[config.mk]
export PLATFORM = sky130hd
export DESIGN_NAME = imwc_top
export DESIGN_NICKNAME = d
export VERILOG_FILES = /design/src/pkg/imwc_pkg.sv /design/src/logic/imwc_delay.sv /design/src/logic/imwc_wdt.sv /design/src/logic/imwc_top.sv
export SDC_FILE = /design/constraint.sdc
export NUM_CORES = 1
export LEC_CHECK = 0
export BUFFER_PORTS_ARGS = -buffer_cell sky130_fd_sc_hd__buf_2
export CORE_AREA = 2 2 167 169
export DETAILED_ROUTE_END_ITERATION = 10
export DIE_AREA = 0 0 169 171
export PLACE_DENSITY = 0.53
export SYNTH_ARGS = -nofsm -noshare
export SYNTH_HDL_FRONTEND = slang
export SYNTH_HIERARCHICAL = 1
export SYNTH_SLANG_ARGS = --single-unit
export TNS_END_PERCENT = 100
[constraint.sdc]
create_clock -name aclk -period 5.5 [get_ports aclk]
set_input_delay 1.1 -clock aclk [delete_from_list [all_inputs] [get_ports aclk]]
set_output_delay 1.1 -clock aclk [all_outputs]
set_load 0.005 [all_outputs]
[src/pkg/imwc_pkg.sv]
// Package for the idle mode and wake controller: register map, fields, timing constants
package imwc_pkg;
  // Register byte offsets
  localparam logic [7:0] IMWC_CTRL_OFS   = 8'h00;
  localparam logic [7:0] IMWC_STATUS_OFS = 8'h04;
  localparam logic [7:0] IMWC_CMD_OFS    = 8'h08;
  // Control register fields
  localparam int IMWC_CTL_IDLE_BIT   = 0;
  localparam int IMWC_CTL_SCS_LSB    = 1;
  localparam int IMWC_CTL_T1EN_BIT   = 3;
  localparam int IMWC_CTL_FSEL_LSB   = 4;
  localparam int IMWC_CTL_LFSRC_BIT  = 7;
  localparam int IMWC_CTL_GIRQ_BIT   = 8;
  localparam int IMWC_CTL_WDTEN_BIT  = 9;
  localparam int IMWC_CTL_FSCM_BIT   = 10;
  localparam int IMWC_CTL_TWOSP_BIT  = 11;
  localparam logic [11:0] IMWC_CTRL_RST = 12'h000;
  // Command register bits (write one to act)
  localparam int IMWC_CMD_SLEEP_BIT  = 0;
  localparam int IMWC_CMD_WDCLR_BIT  = 1;
  // Status register fields
  localparam int IMWC_ST_PRI_BIT     = 0;
  localparam int IMWC_ST_SEC_BIT     = 1;
  localparam int IMWC_ST_ISTB_BIT    = 2;
  localparam int IMWC_ST_CPU_BIT     = 3;
  localparam int IMWC_ST_MODE_LSB    = 4;
  localparam int IMWC_ST_IOSC_BIT    = 8;
  localparam int IMWC_ST_LFOSC_BIT   = 9;
  localparam int IMWC_ST_PRION_BIT   = 10;
  // Timing
  localparam int IMWC_CLK_HZ         = 20000000;
  localparam int IMWC_TCSD_NS        = 1000;
  localparam int IMWC_TIOBST_NS      = 1000000;
  localparam int IMWC_TOST_CYC       = 1024;
  localparam int IMWC_TCSD_CYC   = (IMWC_TCSD_NS * (IMWC_CLK_HZ / 1000000) + 999) / 1000;
  localparam int IMWC_TIOBST_CYC = (IMWC_TIOBST_NS / 1000) * (IMWC_CLK_HZ / 1000000);
  localparam int IMWC_CNT_W          = 16;
  localparam int IMWC_WDT_W          = 16;
  // Power modes
  typedef enum logic [2:0] {
    IMWC_RUN      = 3'b000,
    IMWC_PRIMARY_IDLE_MODE = 3'b001,
    IMWC_SECONDARY_IDLE_MODE = 3'b010,
    IMWC_INT_IDLE = 3'b011,
    IMWC_SLEEP    = 3'b100,
    IMWC_WAKE     = 3'b101,
    IMWC_RSTHOLD  = 3'b110
  } imwc_mode_t;
endpackage

[src/logic/imwc_delay.sv]
// Down counter that reports done once a started delay has elapsed
module imwc_delay
  import imwc_pkg::*;
(
  input  wire logic                  aclk,
  input  wire logic                  aresetn,
  input  wire logic                  start,
  input  wire logic                  clear,
  input  wire logic [IMWC_CNT_W-1:0] len,
  output logic                       done
);
  logic [IMWC_CNT_W-1:0] cnt_r;
  logic                  run_r;

  always_ff @(posedge aclk) begin
    if (!aresetn || clear) begin
      cnt_r <= '0;
      run_r <= 1'b0;
    end else if (start) begin
      cnt_r <= len;
      run_r <= 1'b1;
    end else if (run_r && cnt_r != '0) begin
      cnt_r <= cnt_r - 1'b1;
    end
  end

  assign done = run_r && (cnt_r == '0) && !start;
endmodule

[src/logic/imwc_wdt.sv]
// Watchdog counter with clear, reporting a one-cycle time-out pulse
module imwc_wdt
  import imwc_pkg::*;
(
  input  wire logic                  aclk,
  input  wire logic                  aresetn,
  input  wire logic                  enable,
  input  wire logic                  clear,
  input  wire logic [IMWC_WDT_W-1:0] period,
  output logic                       timeout
);
  logic [IMWC_WDT_W-1:0] cnt_r;

  always_ff @(posedge aclk) begin
    if (!aresetn || clear || !enable) begin
      cnt_r <= '0;
    end else if (cnt_r >= period) begin
      cnt_r <= '0;
    end else begin
      cnt_r <= cnt_r + 1'b1;
    end
  end

  assign timeout = enable && !clear && (cnt_r >= period);
endmodule

[src/logic/imwc_top.sv]
// Idle mode and wake controller with AXI4-Lite register access
// Operation
// - Primary idle: CPU clock off, peripherals on primary, primary ready stays set
// - Primary idle wake: CPU on primary after start delay, ready flag kept
// - Sleep with idle and select 01: primary off, ready clear, secondary active set
// - Secondary idle sleep ignored when secondary oscillator enable is clear
// - Secondary idle wake: CPU resumes on secondary after start delay
// - Upper select bit chooses internal idle, lower bit ignored, primary shut off
// - Internal output on when frequency or source select set; stable after settle
// - Already stable internal output keeps stable flag with no new settle
// - All selects zero: internal output disabled, stable flag clear
// - Internal idle wake: CPU resumes on internal multiplexer after start delay
// - Low-frequency oscillator runs while watchdog or fail monitor enabled
// - Wake leaves idle enable and clock select unchanged
// - Leave sleep or idle only on interrupt, reset or watchdog time-out
// - Only enabled interrupt sources wake; wake starts when flag sets
// - Interrupt wake branches to vector only when global enable set
// - Interrupt and watchdog exits insert the start delay; resume on primary also waits for primary ready unless dual-speed or fail monitor set
// - Watchdog time-out wakes from idle or sleep, resets in run modes
// - Watchdog cleared by sleep, clear, clock loss, frequency writes on internal
// - Reset exit held by start-up timer until primary ready, then flag set
// - Dual-speed or fail monitor: run without waiting for primary ready, clock select unchanged
// - Sleep with idle enable clear stops primary oscillator, clears primary and secondary flags
module imwc_top
  import imwc_pkg::*;
#(
  parameter int TIOBST_CYC = IMWC_TIOBST_CYC,
  parameter int WDT_PERIOD = 50000
) (
  input  wire logic        aclk,
  input  wire logic        aresetn,
  input  wire logic [7:0]  s_axi_awaddr,
  input  wire logic        s_axi_awvalid,
  output logic             s_axi_awready,
  input  wire logic [31:0] s_axi_wdata,
  input  wire logic [3:0]  s_axi_wstrb,
  input  wire logic        s_axi_wvalid,
  output logic             s_axi_wready,
  output logic [1:0]       s_axi_bresp,
  output logic             s_axi_bvalid,
  input  wire logic        s_axi_bready,
  input  wire logic [7:0]  s_axi_araddr,
  input  wire logic        s_axi_arvalid,
  output logic             s_axi_arready,
  output logic [31:0]      s_axi_rdata,
  output logic [1:0]       s_axi_rresp,
  output logic             s_axi_rvalid,
  input  wire logic        s_axi_rready,
  input  wire logic [7:0]  irq_flags,
  input  wire logic [7:0]  irq_enables,
  input  wire logic        primary_ready_in,
  input  wire logic        clock_lost,
  output logic             cpu_clk_en,
  output logic             periph_clk_en,
  output logic             primary_osc_en,
  output logic             internal_osc_en,
  output logic             low_freq_osc_en,
  output logic [1:0]       periph_clk_sel,
  output logic             irq_vector_take,
  output logic             wdt_reset
);
  imwc_mode_t mode_r;
  logic [11:0] ctrl_r;
  logic        pri_flag_r;
  logic        sec_flag_r;
  logic        int_stable_r;
  logic        osc_was_on_r;
  logic        wake_irq_r;
  logic [1:0]  wake_sel_r;
  logic [7:0]  flags_prev_r;
  logic        aw_r;
  logic        w_r;
  logic [7:0]  awaddr_r;
  logic [31:0] wdata_r;
  logic [3:0]  wstrb_r;
  logic        boot_r;

  logic        idle_on_sleep_enable;
  logic [1:0]  clock_source_select;
  logic        secondary_osc_enable;
  logic [2:0]  internal_freq_select;
  logic        low_freq_source_select;
  logic        global_irq_enable;
  logic        wdt_en;
  logic        fscm_en;
  logic        twosp_en;
  logic        int_osc_req;
  logic        do_write;
  logic        sleep_cmd;
  logic        wdclr_cmd;
  logic        freq_sel_write;
  logic        irq_rise;
  logic        wdt_to;
  logic        wake_ev;
  logic        in_pm;
  logic        csd_done;
  logic        settle_done;
  logic        resume;
  logic [31:0] status_word;

  assign idle_on_sleep_enable   = ctrl_r[IMWC_CTL_IDLE_BIT];
  assign clock_source_select    = ctrl_r[IMWC_CTL_SCS_LSB +: 2];
  assign secondary_osc_enable   = ctrl_r[IMWC_CTL_T1EN_BIT];
  assign internal_freq_select   = ctrl_r[IMWC_CTL_FSEL_LSB +: 3];
  assign low_freq_source_select = ctrl_r[IMWC_CTL_LFSRC_BIT];
  assign global_irq_enable      = ctrl_r[IMWC_CTL_GIRQ_BIT];
  assign wdt_en                 = ctrl_r[IMWC_CTL_WDTEN_BIT];
  assign fscm_en                = ctrl_r[IMWC_CTL_FSCM_BIT];
  assign twosp_en               = ctrl_r[IMWC_CTL_TWOSP_BIT];
  assign int_osc_req = (internal_freq_select != 3'h0) || low_freq_source_select;

  // Write path: address and data may arrive in either order
  always_ff @(posedge aclk) begin
    if (!aresetn) begin
      aw_r     <= 1'b0;
      w_r      <= 1'b0;
      awaddr_r <= 8'h00;
      wdata_r  <= 32'h0000_0000;
      wstrb_r  <= 4'h0;
    end else begin
      if (s_axi_awvalid && s_axi_awready) begin
        aw_r     <= 1'b1;
        awaddr_r <= s_axi_awaddr;
      end else if (do_write) begin
        aw_r <= 1'b0;
      end
      if (s_axi_wvalid && s_axi_wready) begin
        w_r     <= 1'b1;
        wdata_r <= s_axi_wdata;
        wstrb_r <= s_axi_wstrb;
      end else if (do_write) begin
        w_r <= 1'b0;
      end
    end
  end

  // Ready flags drop on their own handshake and come back once the response has gone
  always_ff @(posedge aclk) begin
    if (!aresetn) begin
      s_axi_awready <= 1'b0;
      s_axi_wready  <= 1'b0;
      s_axi_arready <= 1'b0;
    end else begin
      s_axi_awready <= !(s_axi_awvalid && s_axi_awready) && !aw_r && !s_axi_bvalid;
      s_axi_wready  <= !(s_axi_wvalid && s_axi_wready) && !w_r && !s_axi_bvalid;
      s_axi_arready <= !(s_axi_arvalid && s_axi_arready) && !s_axi_rvalid;
    end
  end

  assign do_write      = aw_r && w_r && !s_axi_bvalid;
  assign sleep_cmd = do_write && awaddr_r == IMWC_CMD_OFS && wstrb_r[0]
                     && wdata_r[IMWC_CMD_SLEEP_BIT] && mode_r == IMWC_RUN;
  assign wdclr_cmd = do_write && awaddr_r == IMWC_CMD_OFS && wstrb_r[0]
                     && wdata_r[IMWC_CMD_WDCLR_BIT];
  assign freq_sel_write = do_write && awaddr_r == IMWC_CTRL_OFS && wstrb_r[0]
                          && clock_source_select[1];

  always_ff @(posedge aclk) begin
    if (!aresetn) begin
      s_axi_bvalid <= 1'b0;
      s_axi_bresp  <= 2'b00;
    end else if (do_write) begin
      s_axi_bvalid <= 1'b1;
      s_axi_bresp  <= (awaddr_r == IMWC_CTRL_OFS || awaddr_r == IMWC_CMD_OFS) ? 2'b00 : 2'b10;
    end else if (s_axi_bready) begin
      s_axi_bvalid <= 1'b0;
    end
  end

  // Control register; hardware never touches it on wake
  always_ff @(posedge aclk) begin
    if (!aresetn) begin
      ctrl_r <= IMWC_CTRL_RST;
    end else if (do_write && awaddr_r == IMWC_CTRL_OFS) begin
      if (wstrb_r[0]) ctrl_r[7:0]  <= wdata_r[7:0];
      if (wstrb_r[1]) ctrl_r[11:8] <= wdata_r[11:8];
    end
  end

  // Read path
  assign status_word = {21'h0, primary_osc_en, low_freq_osc_en, internal_osc_en,
                        1'b0, mode_r, cpu_clk_en, int_stable_r, sec_flag_r, pri_flag_r};

  always_ff @(posedge aclk) begin
    if (!aresetn) begin
      s_axi_rvalid <= 1'b0;
      s_axi_rdata  <= 32'h0000_0000;
      s_axi_rresp  <= 2'b00;
    end else if (s_axi_arvalid && s_axi_arready) begin
      s_axi_rvalid <= 1'b1;
      s_axi_rresp  <= 2'b00;
      unique case (s_axi_araddr)
        IMWC_CTRL_OFS:   s_axi_rdata <= {20'h0, ctrl_r};
        IMWC_STATUS_OFS: s_axi_rdata <= status_word;
        IMWC_CMD_OFS:    s_axi_rdata <= 32'h0000_0000;
        default: begin
          s_axi_rdata <= 32'h0000_0000;
          s_axi_rresp <= 2'b10;
        end
      endcase
    end else if (s_axi_rready) begin
      s_axi_rvalid <= 1'b0;
    end
  end

  // Wake sources
  always_ff @(posedge aclk) begin
    if (!aresetn) flags_prev_r <= 8'h00;
    else          flags_prev_r <= irq_flags;
  end

  assign irq_rise = |(irq_flags & ~flags_prev_r & irq_enables);
  assign in_pm    = mode_r == IMWC_PRIMARY_IDLE_MODE || mode_r == IMWC_SECONDARY_IDLE_MODE
                    || mode_r == IMWC_INT_IDLE || mode_r == IMWC_SLEEP;
  assign wake_ev  = in_pm && (irq_rise || wdt_to);
  // Leave the wake state once the start delay is over and a clock can run the CPU
  assign resume   = mode_r == IMWC_WAKE && csd_done
                    && (wake_sel_r != 2'b00 || primary_ready_in || twosp_en || fscm_en);

  imwc_wdt u_wdt (
    .aclk    (aclk),
    .aresetn (aresetn),
    .enable  (wdt_en),
    .clear   (sleep_cmd || wdclr_cmd || (clock_lost && fscm_en) || freq_sel_write),
    .period  (IMWC_WDT_W'(WDT_PERIOD)),
    .timeout (wdt_to)
  );

  imwc_delay u_csd (
    .aclk    (aclk),
    .aresetn (aresetn),
    .start   (wake_ev),
    .clear   (1'b0),
    .len     (IMWC_CNT_W'(IMWC_TCSD_CYC)),
    .done    (csd_done)
  );

  imwc_delay u_settle (
    .aclk    (aclk),
    .aresetn (aresetn),
    .start   (int_osc_req && !osc_was_on_r),
    .clear   (!int_osc_req),
    .len     (IMWC_CNT_W'(TIOBST_CYC)),
    .done    (settle_done)
  );

  always_ff @(posedge aclk) begin
    if (!aresetn) osc_was_on_r <= 1'b0;
    else          osc_was_on_r <= int_osc_req;
  end

  // Internal stable flag: no re-settle while already on
  always_ff @(posedge aclk) begin
    if (!aresetn || !int_osc_req) int_stable_r <= 1'b0;
    else if (settle_done)         int_stable_r <= 1'b1;
  end

  always_ff @(posedge aclk) begin
    if (!aresetn) begin
      boot_r <= 1'b0;
    end else begin
      boot_r <= 1'b1;
    end
  end

  // Mode sequencer
  always_ff @(posedge aclk) begin
    if (!aresetn) begin
      mode_r     <= IMWC_RSTHOLD;
      pri_flag_r <= 1'b0;
      sec_flag_r <= 1'b0;
      wake_irq_r <= 1'b0;
      wake_sel_r <= 2'b00;
    end else begin
      unique case (mode_r)
        IMWC_RSTHOLD: begin
          if (primary_ready_in) begin
            mode_r     <= IMWC_RUN;
            pri_flag_r <= 1'b1;
          end else if (boot_r && (twosp_en || fscm_en)) begin
            mode_r <= IMWC_RUN;
          end
        end
        IMWC_RUN: begin
          if (!pri_flag_r && primary_ready_in && !clock_source_select[1]
              && !sec_flag_r) begin
            pri_flag_r <= 1'b1;
          end
          if (sleep_cmd) begin
            if (!idle_on_sleep_enable) begin
              mode_r     <= IMWC_SLEEP;
              pri_flag_r <= 1'b0;
              sec_flag_r <= 1'b0;
            end else if (clock_source_select[1]) begin
              mode_r     <= IMWC_INT_IDLE;
              pri_flag_r <= 1'b0;
              sec_flag_r <= 1'b0;
            end else if (clock_source_select[0]) begin
              if (secondary_osc_enable) begin
                mode_r     <= IMWC_SECONDARY_IDLE_MODE;
                pri_flag_r <= 1'b0;
                sec_flag_r <= 1'b1;
              end
            end else begin
              mode_r <= IMWC_PRIMARY_IDLE_MODE;
            end
          end
        end
        IMWC_PRIMARY_IDLE_MODE, IMWC_SECONDARY_IDLE_MODE, IMWC_INT_IDLE, IMWC_SLEEP: begin
          if (wake_ev) begin
            mode_r     <= IMWC_WAKE;
            wake_irq_r <= irq_rise;
            wake_sel_r <= (mode_r == IMWC_SLEEP) ? 2'b00 : clock_source_select;
          end
        end
        IMWC_WAKE: begin
          if (resume) begin
            mode_r <= IMWC_RUN;
            if (wake_sel_r == 2'b00 && primary_ready_in) pri_flag_r <= 1'b1;
          end
        end
        default: mode_r <= IMWC_RSTHOLD;
      endcase
    end
  end

  // Registered outputs
  always_ff @(posedge aclk) begin
    if (!aresetn) begin
      cpu_clk_en      <= 1'b0;
      periph_clk_en   <= 1'b0;
      primary_osc_en  <= 1'b1;
      internal_osc_en <= 1'b0;
      low_freq_osc_en <= 1'b1;
      periph_clk_sel  <= 2'b00;
      irq_vector_take <= 1'b0;
      wdt_reset       <= 1'b0;
    end else begin
      cpu_clk_en      <= mode_r == IMWC_RUN;
      periph_clk_en   <= mode_r != IMWC_SLEEP && mode_r != IMWC_RSTHOLD;
      primary_osc_en  <= mode_r == IMWC_PRIMARY_IDLE_MODE || mode_r == IMWC_RSTHOLD
                         || ((mode_r == IMWC_RUN || mode_r == IMWC_WAKE)
                             && !clock_source_select[1] && !sec_flag_r);
      internal_osc_en <= int_osc_req;
      low_freq_osc_en <= wdt_en || fscm_en || mode_r != IMWC_SLEEP;
      periph_clk_sel  <= clock_source_select[1] ? 2'b10 : {1'b0, clock_source_select[0]};
      irq_vector_take <= resume && wake_irq_r && global_irq_enable;
      wdt_reset       <= wdt_to && mode_r == IMWC_RUN;
    end
  end
endmodule

==> results.ini, run 1 <==
[status]
outcome = finished clean

[final_layout]
nNetsFinal = 1004
areaGrowthSynthToFinish_pct = 20.6
final_core_util_pct = 29.5
drive_gt1_share_pct = 15.7
n_antenna_cell = 0

[sta]
drv_slew = 0
tightest_slew_ns = 0.752
fmax_mhz = 283
finalHoldWorstSlack_ns = 0.439
fin_skew_ns = 0.0138
period_minus_slack_ns = 3.53
setup_tns_ns = 0
max_slew_margin_pct = 49.9
hold_viol = 0
setup_viol = 0
rsz0062_at_grt = false
period_share_pct = 64.2

[min_path]
hp-start = aw_r
worstHoldEndpoint = s_axi_awready
hold_depth = 1
hold_path.class = reg -> reg

[synth]
syn_inst = 792
synth_top_area_share_pct = 39.5
synth_commonest_cells = dfxtp_1, nand2_1, nor2_1, a21boi_0, inv_1
ys_ff_latch = 132
syn_area_um2 = 6690
syn_area_per_cell_um2 = 8.44
synthArstFlopShare_pct = 0
yosysMostFrequentCell = dfxtp_1
synthDistinctLibCells = 70
synthFlopType = dfxtp_1
yosys_warnings = 6
synth_area_leader_cell = dfxtp_1
synthTopCellsByArea = dfxtp_1, nand2_1, a21boi_0
synth-edff-count = 0
ys_seq_area_share_pct = 39.5

[critical_path]
critPathKind = reg -> reg
max_stage_delay_ns = 0.37
cp_data_required_time_ns = 5.82
regToRegStartpoint = u_wdt/cnt_r[1]
worst_path_max_delay_cell = dfxtp_1
cp_num_buf_inv = 1
cp-end-kind = flip-flop
path_cells = ha_1 > nor2b_1 > o211a_1 > o311ai_4 > a31oi_1 > nor2_1 > nor2b_1 > buf_4 > nor3_1 > o41ai_1 > a22oi_1 > nand2b_1 > a31oi_1 > a311oi_1
timing.rr.end = mode_r[0]
cp-start-kind = flip-flop
crit_family = compound AO/OA/AOI/OAI gates
r2r_cells = 14
crit_arrival_ns = 3.85
rrSetupSlack_ns = 1.97
crit_fanout = 17

[placed_design]
port_buffers = 82
globalplace.congestion = 0.761
dp_hpwl_um = 11200

[cts]
insertion_delay_ns = 0.42
numCtsBuffers = 17
post_cts_buffers = 0
postCtsHoldBufs = 0
clockRootBuffer = clkbuf_16
clockBufferDepth = 2
cts_tree = done
cts_resized = 0
clock-sinks = 132
clk_pin_slew_worst_paths_ns = 0.06
cts.htree.levels = 4

[die]
ioPinCount = 127
die_w_um = 169
die-area_um2 = 28900
core-area_um2 = 27300
die_h_um = 171
core.rowCount = 61
start_util_pct = 24.5

[power]
powerDensity_nw_per_um2 = 335
power.total_mw = 2.70
p_leak_nw = 3.23
peakVddDrop_v = 0.000231

[global_routing]
grt_use_met2_pct = 18.1
grt_use_total_pct = 11.0
busiest_layer = met2
first_global_vias = 5255
grt_util_met1_pct = 14.4
grt.overflow.total = 0
grt_util_met3_pct = 2.54
antenna_found_initial = 0
grt_max_degree = 53
grt_pass1_wl_um = 25800

[route]
first_pass_iters = 4
drt_wl_total_um = 15400
drcViolationCount = 0
drt-initial-drc-count = 260
drtAntennaViolNets = 0
vias_per_cell = 4.43
wl_per_cell_um = 12.1
via_count = 5611

[job]
cap_violations = 0

## how the worst max path moves through the flow
stage	startpoint	cells past startpoint	endpoint	slack (ns)
final	u_wdt/cnt_r[1]	14	mode_r[0]	1.97
after detailed placement	irq_flags[4]	13	mode_r[0]	1.64
after global placement	irq_flags[4]	13	mode_r[0]	1.68
after floorplan	irq_enables[4]	14	mode_r[0]	2.05
after CTS	u_wdt/cnt_r[1]	14	mode_r[0]	2.00
after global routing	mode_r[1]	12	u_csd/cnt_r[15]	1.59
## stage by stage
| stage | cell area [µm²] | worst slack, ns | std cells |
|---|---|---|---|
| detailed placement | 7500 | 1.64 | 1235 |
| global route | 8060 | 1.59 | 1266 |
| floorplan | 6950 | 2.05 | 861 |
| finish | 8060 | 1.97 | 1266 |
| CTS | 8060 | 2.00 | 1266 |
| global placement | 7500 | 1.68 | 1235 |
## registers in the layout (all words and copies together), names as in the netlist, 2 cells and up
name and cells:
u_settle/cnt_r 16, mode_r 3, u_csd/cnt_r 16, ctrl_r 12, flags_prev_r 8, periph_clk_sel 2
wake_sel_r 2, s_axi_rdata 12, wdata_r 12, u_wdt/cnt_r 16, wstrb_r 2, awaddr_r 8
## cell families (layout without fill, tap and decap cells)
logic type / after synthesis / in the layout / share of synthesized area, %
xor gates and xnor gates: 26 / 26 / 3.41
adders and majority gates: 20 / 20 / 3.71
muxes: 16 / 16 / 2.43
other: 2 / 71 / 0.112
AOI/OAI and AO/OA: 155 / 155 / 16.6
DFF: 132 / 132 / 39.5
buffers and inverters: 94 / 153 / 6.72
and+or+nand+nor: 347 / 347 / 27.5
## worst reg2reg max path, stage by stage (launching register included)
cell      delay [ns]
dfxtp_1         0.37
ha_1            0.25
nor2b_1         0.14
o211a_1         0.23
o311ai_4        0.32
a31oi_1         0.30
nor2_1          0.32
nor2b_1         0.09
buf_4           0.20
nor3_1          0.32
o41ai_1         0.14
a22oi_1         0.28
nand2b_1        0.15
a31oi_1         0.08
a311oi_1        0.23
## routing by layer
layer	wire length (µm)	up-vias	share of wire (%)
li1	-	2907	-
met1	7490	2619	49
met2	7310	75	48
met3	422	10	2.7
met4	155	0	1.0
met5	0	-	0
## report_power, final
part | leakage (nW) | switching (mW) | internal [mW]
sequential | 1.07 | 0.0855 | 1.02
combinational | 1.88 | 0.302 | 0.208
clock | 0.273 | 0.431 | 0.645
total | 3.23 | 0.819 | 1.88
## final cells by class
class	count	area, µm²
clock buffer	20	457
inverter	37	139
timing repair buffer	85	433
tap	346	433
clock inverter	11	104
fill	2910	19300
multi-input combinational	635	3850
sequential	132	2640
## placed cells by master, fill, tap and decap left out, types with 4 or more instances in the layout
cell and count:
buf_2 82, nand2_1 116, and3_1 10, nand3b_1 4, nor3_1 15, or4_1 7, o21ai_1 8, or3_1 10
inv_1 35, xnor2_1 11, o41ai_1 4, and2_1 26, nor2_2 12, and4_1 4, nand3_1 25, a21oi_1 22
nand2b_1 8, dfxtp_1 132, o31a_1 4, o21ai_0 20, a21boi_0 39, a311oi_1 5, a221oi_1 6, xor2_1 15
conb_1 71, or3b_1 4, a211oi_1 14, nand4_1 12, nor2b_1 17, clkbuf_16 17, mux2i_1 14, nor2_1 49
nor4_1 8, a22oi_1 4, ha_1 19, o22ai_1 6
(Power assumes the default switching activity.)
==> inputs of run 2 (changes only) <==
Clock period 5.5 ns to 3.4 ns, I/O delays scaled along.
==> run 2 against run 1 <==
Non-clock buffer count increased by 8. Final area increased by 1.1%. Sequential cell count did not move. Combinational power increased by 71%. Clock power up 70%. Fmax rose by 15%. Sequential power is 59% higher. Critical path type unchanged. Largest cell class unchanged.
==> results.ini, run 2 (synthesis gave the netlist of run 1 again) <==
[cts]
cts_resized = 0  ; unchanged
insertion_delay_ns = 0.42  ; about the same
numCtsBuffers = 17  ; unchanged
postCtsHoldBufs = 0  ; unchanged
clk_pin_slew_worst_paths_ns = 0.06  ; about the same
clockBufferDepth = 2  ; unchanged
cts_tree = done
clock-sinks = 132  ; unchanged
post_cts_buffers = 0  ; unchanged
cts.htree.levels = 4  ; unchanged
clockRootBuffer = clkbuf_16

[min_path]
hold_depth = 1  ; unchanged
hp-start = aw_r
worstHoldEndpoint = s_axi_awready
hold_path.class = reg -> reg

[placed_design]
dpl_cell_area_um2 = 7560  ; +0.80%
globalplace.congestion = 0.786  ; +3.2%
numPlacedInstances = 1243  ; +0.65%
dp_hpwl_um = 11200  ; +0.61%
port_buffers = 82  ; unchanged

[sta]
fmax_mhz = 324  ; +15%
period_minus_slack_ns = 3.08  ; -0.449 ns
drv_slew = 0  ; unchanged
hold_viol = 0  ; unchanged
setup_viol = 0  ; unchanged
rsz0062_at_grt = false
period_share_pct = 90.6  ; +26 points
tightest_slew_ns = 0.738  ; -0.0136 ns
max_slew_margin_pct = 50.8  ; +0.91 points
finalHoldWorstSlack_ns = 0.438  ; -0.00132 ns
fin_skew_ns = 0.0112  ; -0.00261 ns
setup_tns_ns = 0  ; unchanged

[critical_path]
cp_data_required_time_ns = 3.72  ; -2.10 ns
regToRegStartpoint = u_wdt/cnt_r[13]
timing.rr.end = u_csd/cnt_r[10]
critPathKind = reg -> reg
crit_arrival_ns = 3.40  ; -0.45 ns
cp-start-kind = flip-flop
rrSetupSlack_ns = 0.32  ; -1.65 ns
r2r_cells = 10  ; -4
cp-end-kind = flip-flop
crit_fanout = 19  ; +2

[final_layout]
final_area_um2 = 8150  ; +1.1%
drive_gt1_share_pct = 16.4  ; +0.71 points
final_common_cell = dfxtp_1
stdcell_count = 1275  ; +0.71%
layout_common_cells = dfxtp_1, nand2_1, buf_2
areaGrowthSynthToFinish_pct = 21.9
n_antenna_cell = 0  ; unchanged
nFillCells = 2919  ; +0.31%
final_core_util_pct = 29.8  ; +0.33 points
nNetsFinal = 1012  ; +0.80%
top_regs = u_csd/cnt_r x16, u_settle/cnt_r x16, u_wdt/cnt_r x16

[global_routing]
grt_use_total_pct = 11.2  ; +0.21 points
first_global_vias = 5368  ; +2.2%
grt.overflow.total = 0  ; unchanged
antenna_found_initial = 0  ; unchanged
grt_max_degree = 59  ; +11%
grt_pass1_wl_um = 26100  ; +1.2%

[power]
p_leak_nw = 3.28  ; +1.5%
peakVddDrop_v = 0.000326  ; +41%
powerDensity_nw_per_um2 = 550  ; +64%

[route]
highest-signal-layer = met4
wl_met1_um = 7590  ; +1.4%
wl_per_cell_um = 12.1  ; -0.25%
drtAntennaViolNets = 0  ; unchanged
met3_length_um = 501  ; +19%
drt-initial-drc-count = 262  ; +0.77%
drcViolationCount = 0  ; unchanged
via_count = 5586  ; -0.45%
wl_met2_um = 7190  ; -1.6%
drt_wl_total_um = 15400  ; +0.46%
first_pass_iters = 5  ; +1
vias_per_cell = 4.38  ; -1.1%

[die]
ioPinCount = 127  ; unchanged
die_h_um = 171  ; unchanged
core.rowCount = 61  ; unchanged
start_util_pct = 24.5  ; unchanged
die_w_um = 169  ; unchanged
die-area_um2 = 28900  ; unchanged
core-area_um2 = 27300  ; unchanged

[job]
cap_violations = 0  ; unchanged

[status]
outcome = finished clean

run 2: area by class of cell:
type	instances	area, µm²	share of cell area, %
clock buffers	20	447	5.48
well taps	346	433	5.31
flip-flops and latches	132	2640	32.4
repair buffers	93	493	6.05
clock inverters	12	145	1.78
inverters	37	139	1.70
multi-input cells	635	3850	47.3
run 2: per-stage QoR:
step | power, mW | setup slack (ns)
3_3_place_gp | 2.67 | 0.333
5_1_grt | 4.73 | 0.0640
3_5_place_dp | 2.67 | 0.320
4_1_cts | 4.54 | 0.282
2_1_floorplan | 2.45 | 0.294
6_report | 4.48 | 0.318
run 2: metal layers:
layer / track usage [%] / up-vias
met3: 2.75 / 12
li1: - / 2950
met2: 18.4 / 81
met5: 0 / -
met4: 4.09 / 0
met1: 14.4 / 2543
run 2: worst max-delay path, stage by stage (launching register included):
cell and delay (ns):
dfxtp_1 0.33, ha_1 0.31, nand4_1 0.13, nor3_2 0.31, o21ai_1 0.19, a31oi_1 0.35
nor2_1 0.11, nor2b_1 0.16, buf_4 0.24, clkinv_1 0.47, a311oi_1 0.37
run 2: worst max-delay path by stage:
stage	startpoint	end	slack (ns)	depth (start not counted)
floorplan	u_wdt/cnt_r[1]	mode_r[0]	0.29	15
global route	s_axi_bvalid	mode_r[0]	0.06	14
CTS	u_wdt/cnt_r[13]	u_csd/cnt_r[10]	0.28	10
detailed placement	u_wdt/cnt_r[13]	u_csd/cnt_r[10]	0.32	10
finish	u_wdt/cnt_r[13]	u_csd/cnt_r[10]	0.32	10
global placement	u_wdt/cnt_r[13]	u_csd/cnt_r[15]	0.33	11
run 2: report_power, final:
| group | switching [mW] | leakage (nW) | internal (mW) |
|---|---|---|---|
| sequential | 0.114 | 1.07 | 1.66 |
| combinational | 0.517 | 1.92 | 0.354 |
| clock | 0.726 | 0.283 | 1.11 |
| total | 1.36 | 3.28 | 3.13 |
==> inputs of run 3 (changes only) <==
Settings changed: MAX_ROUTING_LAYER set to met4.
==> run 3 against run 2 <==
Critical path depth is the same. Power hardly changed. Die area is the same. Worst hold slack better by 0.0013 ns. Non-clock buffer count unchanged. Combinational power about the same. Sequential share of layout area unchanged. Via count grew 0.39%. Clock skew fell by 0.00052 ns. Fmax grew 0.11%. Sequential cell count stayed put.
==> results.ini, run 3 (synthesis gave the netlist of run 1 again) <==
[status]
outcome = finished clean

[critical_path]
worst_path_max_delay_cell = clkinv_1
crit_arrival_ns = 3.40  ; about the same
startpoint = u_wdt/cnt_r[13]
cp_data_required_time_ns = 3.72  ; about the same
regToRegStartpoint = u_wdt/cnt_r[13]
max_stage_delay_ns = 0.47  ; about the same
r2r_cells = 10  ; unchanged
timing.rr.end = u_csd/cnt_r[10]
cp-start-kind = flip-flop
path_cells = ha_1 > nand4_1 > nor3_2 > o21ai_1 > a31oi_1 > nor2_1 > nor2b_1 > buf_4 > clkinv_1 > a311oi_1
critPathKind = reg -> reg
crit_fanout = 19  ; unchanged
cp-end-kind = flip-flop
rrSetupSlack_ns = 0.32  ; about the same

[route]
vias_per_cell = 4.40  ; +0.39%
drtAntennaViolNets = 0  ; unchanged
via_count = 5608  ; +0.39%
first_pass_iters = 5  ; unchanged
drt_wl_total_um = 15500  ; +0.12%
drt-initial-drc-count = 249  ; -5.0%
wl_per_cell_um = 12.1  ; +0.12%
drcViolationCount = 0  ; unchanged

[cts]
clk_pin_slew_worst_paths_ns = 0.06  ; about the same
cts_resized = 0  ; unchanged
postCtsHoldBufs = 0  ; unchanged
numCtsBuffers = 17  ; unchanged
cts.htree.levels = 4  ; unchanged
post_cts_buffers = 0  ; unchanged
clock-sinks = 132  ; unchanged
insertion_delay_ns = 0.42  ; about the same
clockRootBuffer = clkbuf_16
cts_tree = done
clockBufferDepth = 2  ; unchanged

[die]
ioPinCount = 127  ; unchanged
core.rowCount = 61  ; unchanged
die-area_um2 = 28900  ; unchanged
die_w_um = 169  ; unchanged
die_h_um = 171  ; unchanged
core-area_um2 = 27300  ; unchanged
start_util_pct = 24.5  ; unchanged

[sta]
period_share_pct = 90.5  ; -0.099 points
fin_skew_ns = 0.0107  ; -0.000518 ns
finalHoldWorstSlack_ns = 0.439  ; +0.00133 ns
setup_viol = 0  ; unchanged
drv_slew = 0  ; unchanged
period_minus_slack_ns = 3.08  ; -0.00336 ns
tightest_slew_ns = 0.739  ; +0.00121 ns
setup_ws_ns = 0.322  ; +0.00336 ns
hold_viol = 0  ; unchanged
fmax_mhz = 325  ; +0.11%
setup_tns_ns = 0  ; unchanged
max_slew_margin_pct = 50.7  ; -0.081 points
rsz0062_at_grt = false

[placed_design]
globalplace.congestion = 0.797  ; +1.4%
place_ws_ns = 0.320  ; unchanged
dpl_cell_area_um2 = 7560  ; unchanged
numPlacedInstances = 1243  ; unchanged
dp_hpwl_um = 11200  ; unchanged
port_buffers = 82  ; unchanged

[power]
switching_share_pct = 30.3  ; +0.057 points
p_sw_mw = 1.36  ; +0.26%
intPower_mw = 3.12  ; about the same
power_frac_seq_pct = 39.5  ; about the same
clkPwrFrac_pct = 41.0  ; about the same
peakVddDrop_v = 0.000329  ; +1.1%
powerDensity_nw_per_um2 = 550  ; about the same
p_leak_nw = 3.28  ; unchanged
combPwrFrac_pct = 19.5  ; about the same

[final_layout]
final_area_um2 = 8150  ; unchanged
nNetsFinal = 1012  ; unchanged
stdcell_count = 1275  ; unchanged
drive_gt1_share_pct = 16.4  ; unchanged
layout_common_cells = dfxtp_1, nand2_1, buf_2
areaGrowthSynthToFinish_pct = 21.9  ; unchanged
final_common_cell = dfxtp_1
top_regs = u_csd/cnt_r x16, u_settle/cnt_r x16, u_wdt/cnt_r x16
n_antenna_cell = 0  ; unchanged

[min_path]
hold_path.class = reg -> reg
hp-start = aw_r
hold_depth = 1  ; unchanged
worstHoldEndpoint = s_axi_awready

[global_routing]
grt_pass1_wl_um = 26200  ; +0.26%
grt_util_met1_pct = 14.6  ; +0.24 points
grt_max_degree = 59  ; unchanged
grt_util_met3_pct = 2.43  ; -0.32 points
grt_use_met2_pct = 18.4  ; unchanged
grt_use_total_pct = 11.6  ; +0.35 points
antenna_found_initial = 0  ; unchanged
first_global_vias = 5342  ; -0.48%
grt.overflow.total = 0  ; unchanged
busiest_layer = met2

[job]
cap_violations = 0  ; unchanged

## run 3: cell counts in the layout (fill, tap and decap cells not counted)
Identical to the previous run, type by type.
## run 3: per-stage QoR
stage / power, mW / util (%)
3_5_place_dp: 2.67 / 27.7
3_3_place_gp: 2.67 / 27.7
2_1_floorplan: 2.45 / -
4_1_cts: 4.54 / 29.8
6_report: 4.49 / 29.8
5_1_grt: 4.73 / 29.8
## run 3: worst max path at each step
stage / endpoint / slack [ns] / cells past startpoint
final: u_csd/cnt_r[10] / 0.32 / 10
after global routing: mode_r[0] / 0.05 / 14
after CTS: u_csd/cnt_r[10] / 0.28 / 10
after detailed placement: u_csd/cnt_r[10] / 0.32 / 10
after global placement: u_csd/cnt_r[15] / 0.33 / 11
after floorplan: mode_r[0] / 0.29 / 15
## run 3: routing by layer
layer / vias up / routed length (µm)
li1: 2950 / -
met1: 2545 / 7550
met2: 93 / 7190
met3: 20 / 493
met4: 0 / 232
met5: - / 0
## run 3: critical path: cells and delay by family, from the launching register on
family,cells,cell delay [ns]
AO/OA/AOI/OAI,3,0.91
adder cells (fa/ha/maj),1,0.32
buffers and inverters,2,0.71
flip-flops,1,0.33
AND/OR/NAND/NOR,4,0.70
## run 3: power by group through the flow
| stage | Combinational, mW | Clock, mW | Sequential (mW) |
|---|---|---|---|
| finish | 0.873 | 1.84 | 1.77 |
| global route | 0.988 | 1.96 | 1.79 |
| CTS | 0.874 | 1.89 | 1.77 |
| detailed placement | 0.870 | 0 | 1.80 |
| global placement | 0.870 | 0 | 1.80 |
| floorplan | 0.699 | 0 | 1.76 |
## run 3: layout make-up
type / instances / area, µm²
repair buffers: 93 / 493
well taps: 346 / 433
fillers: 2919 / 19200
clock inverters: 12 / 145
clock buffers: 20 / 447
flip-flops and latches: 132 / 2640
multi-input cells: 635 / 3850
inverters: 37 / 139
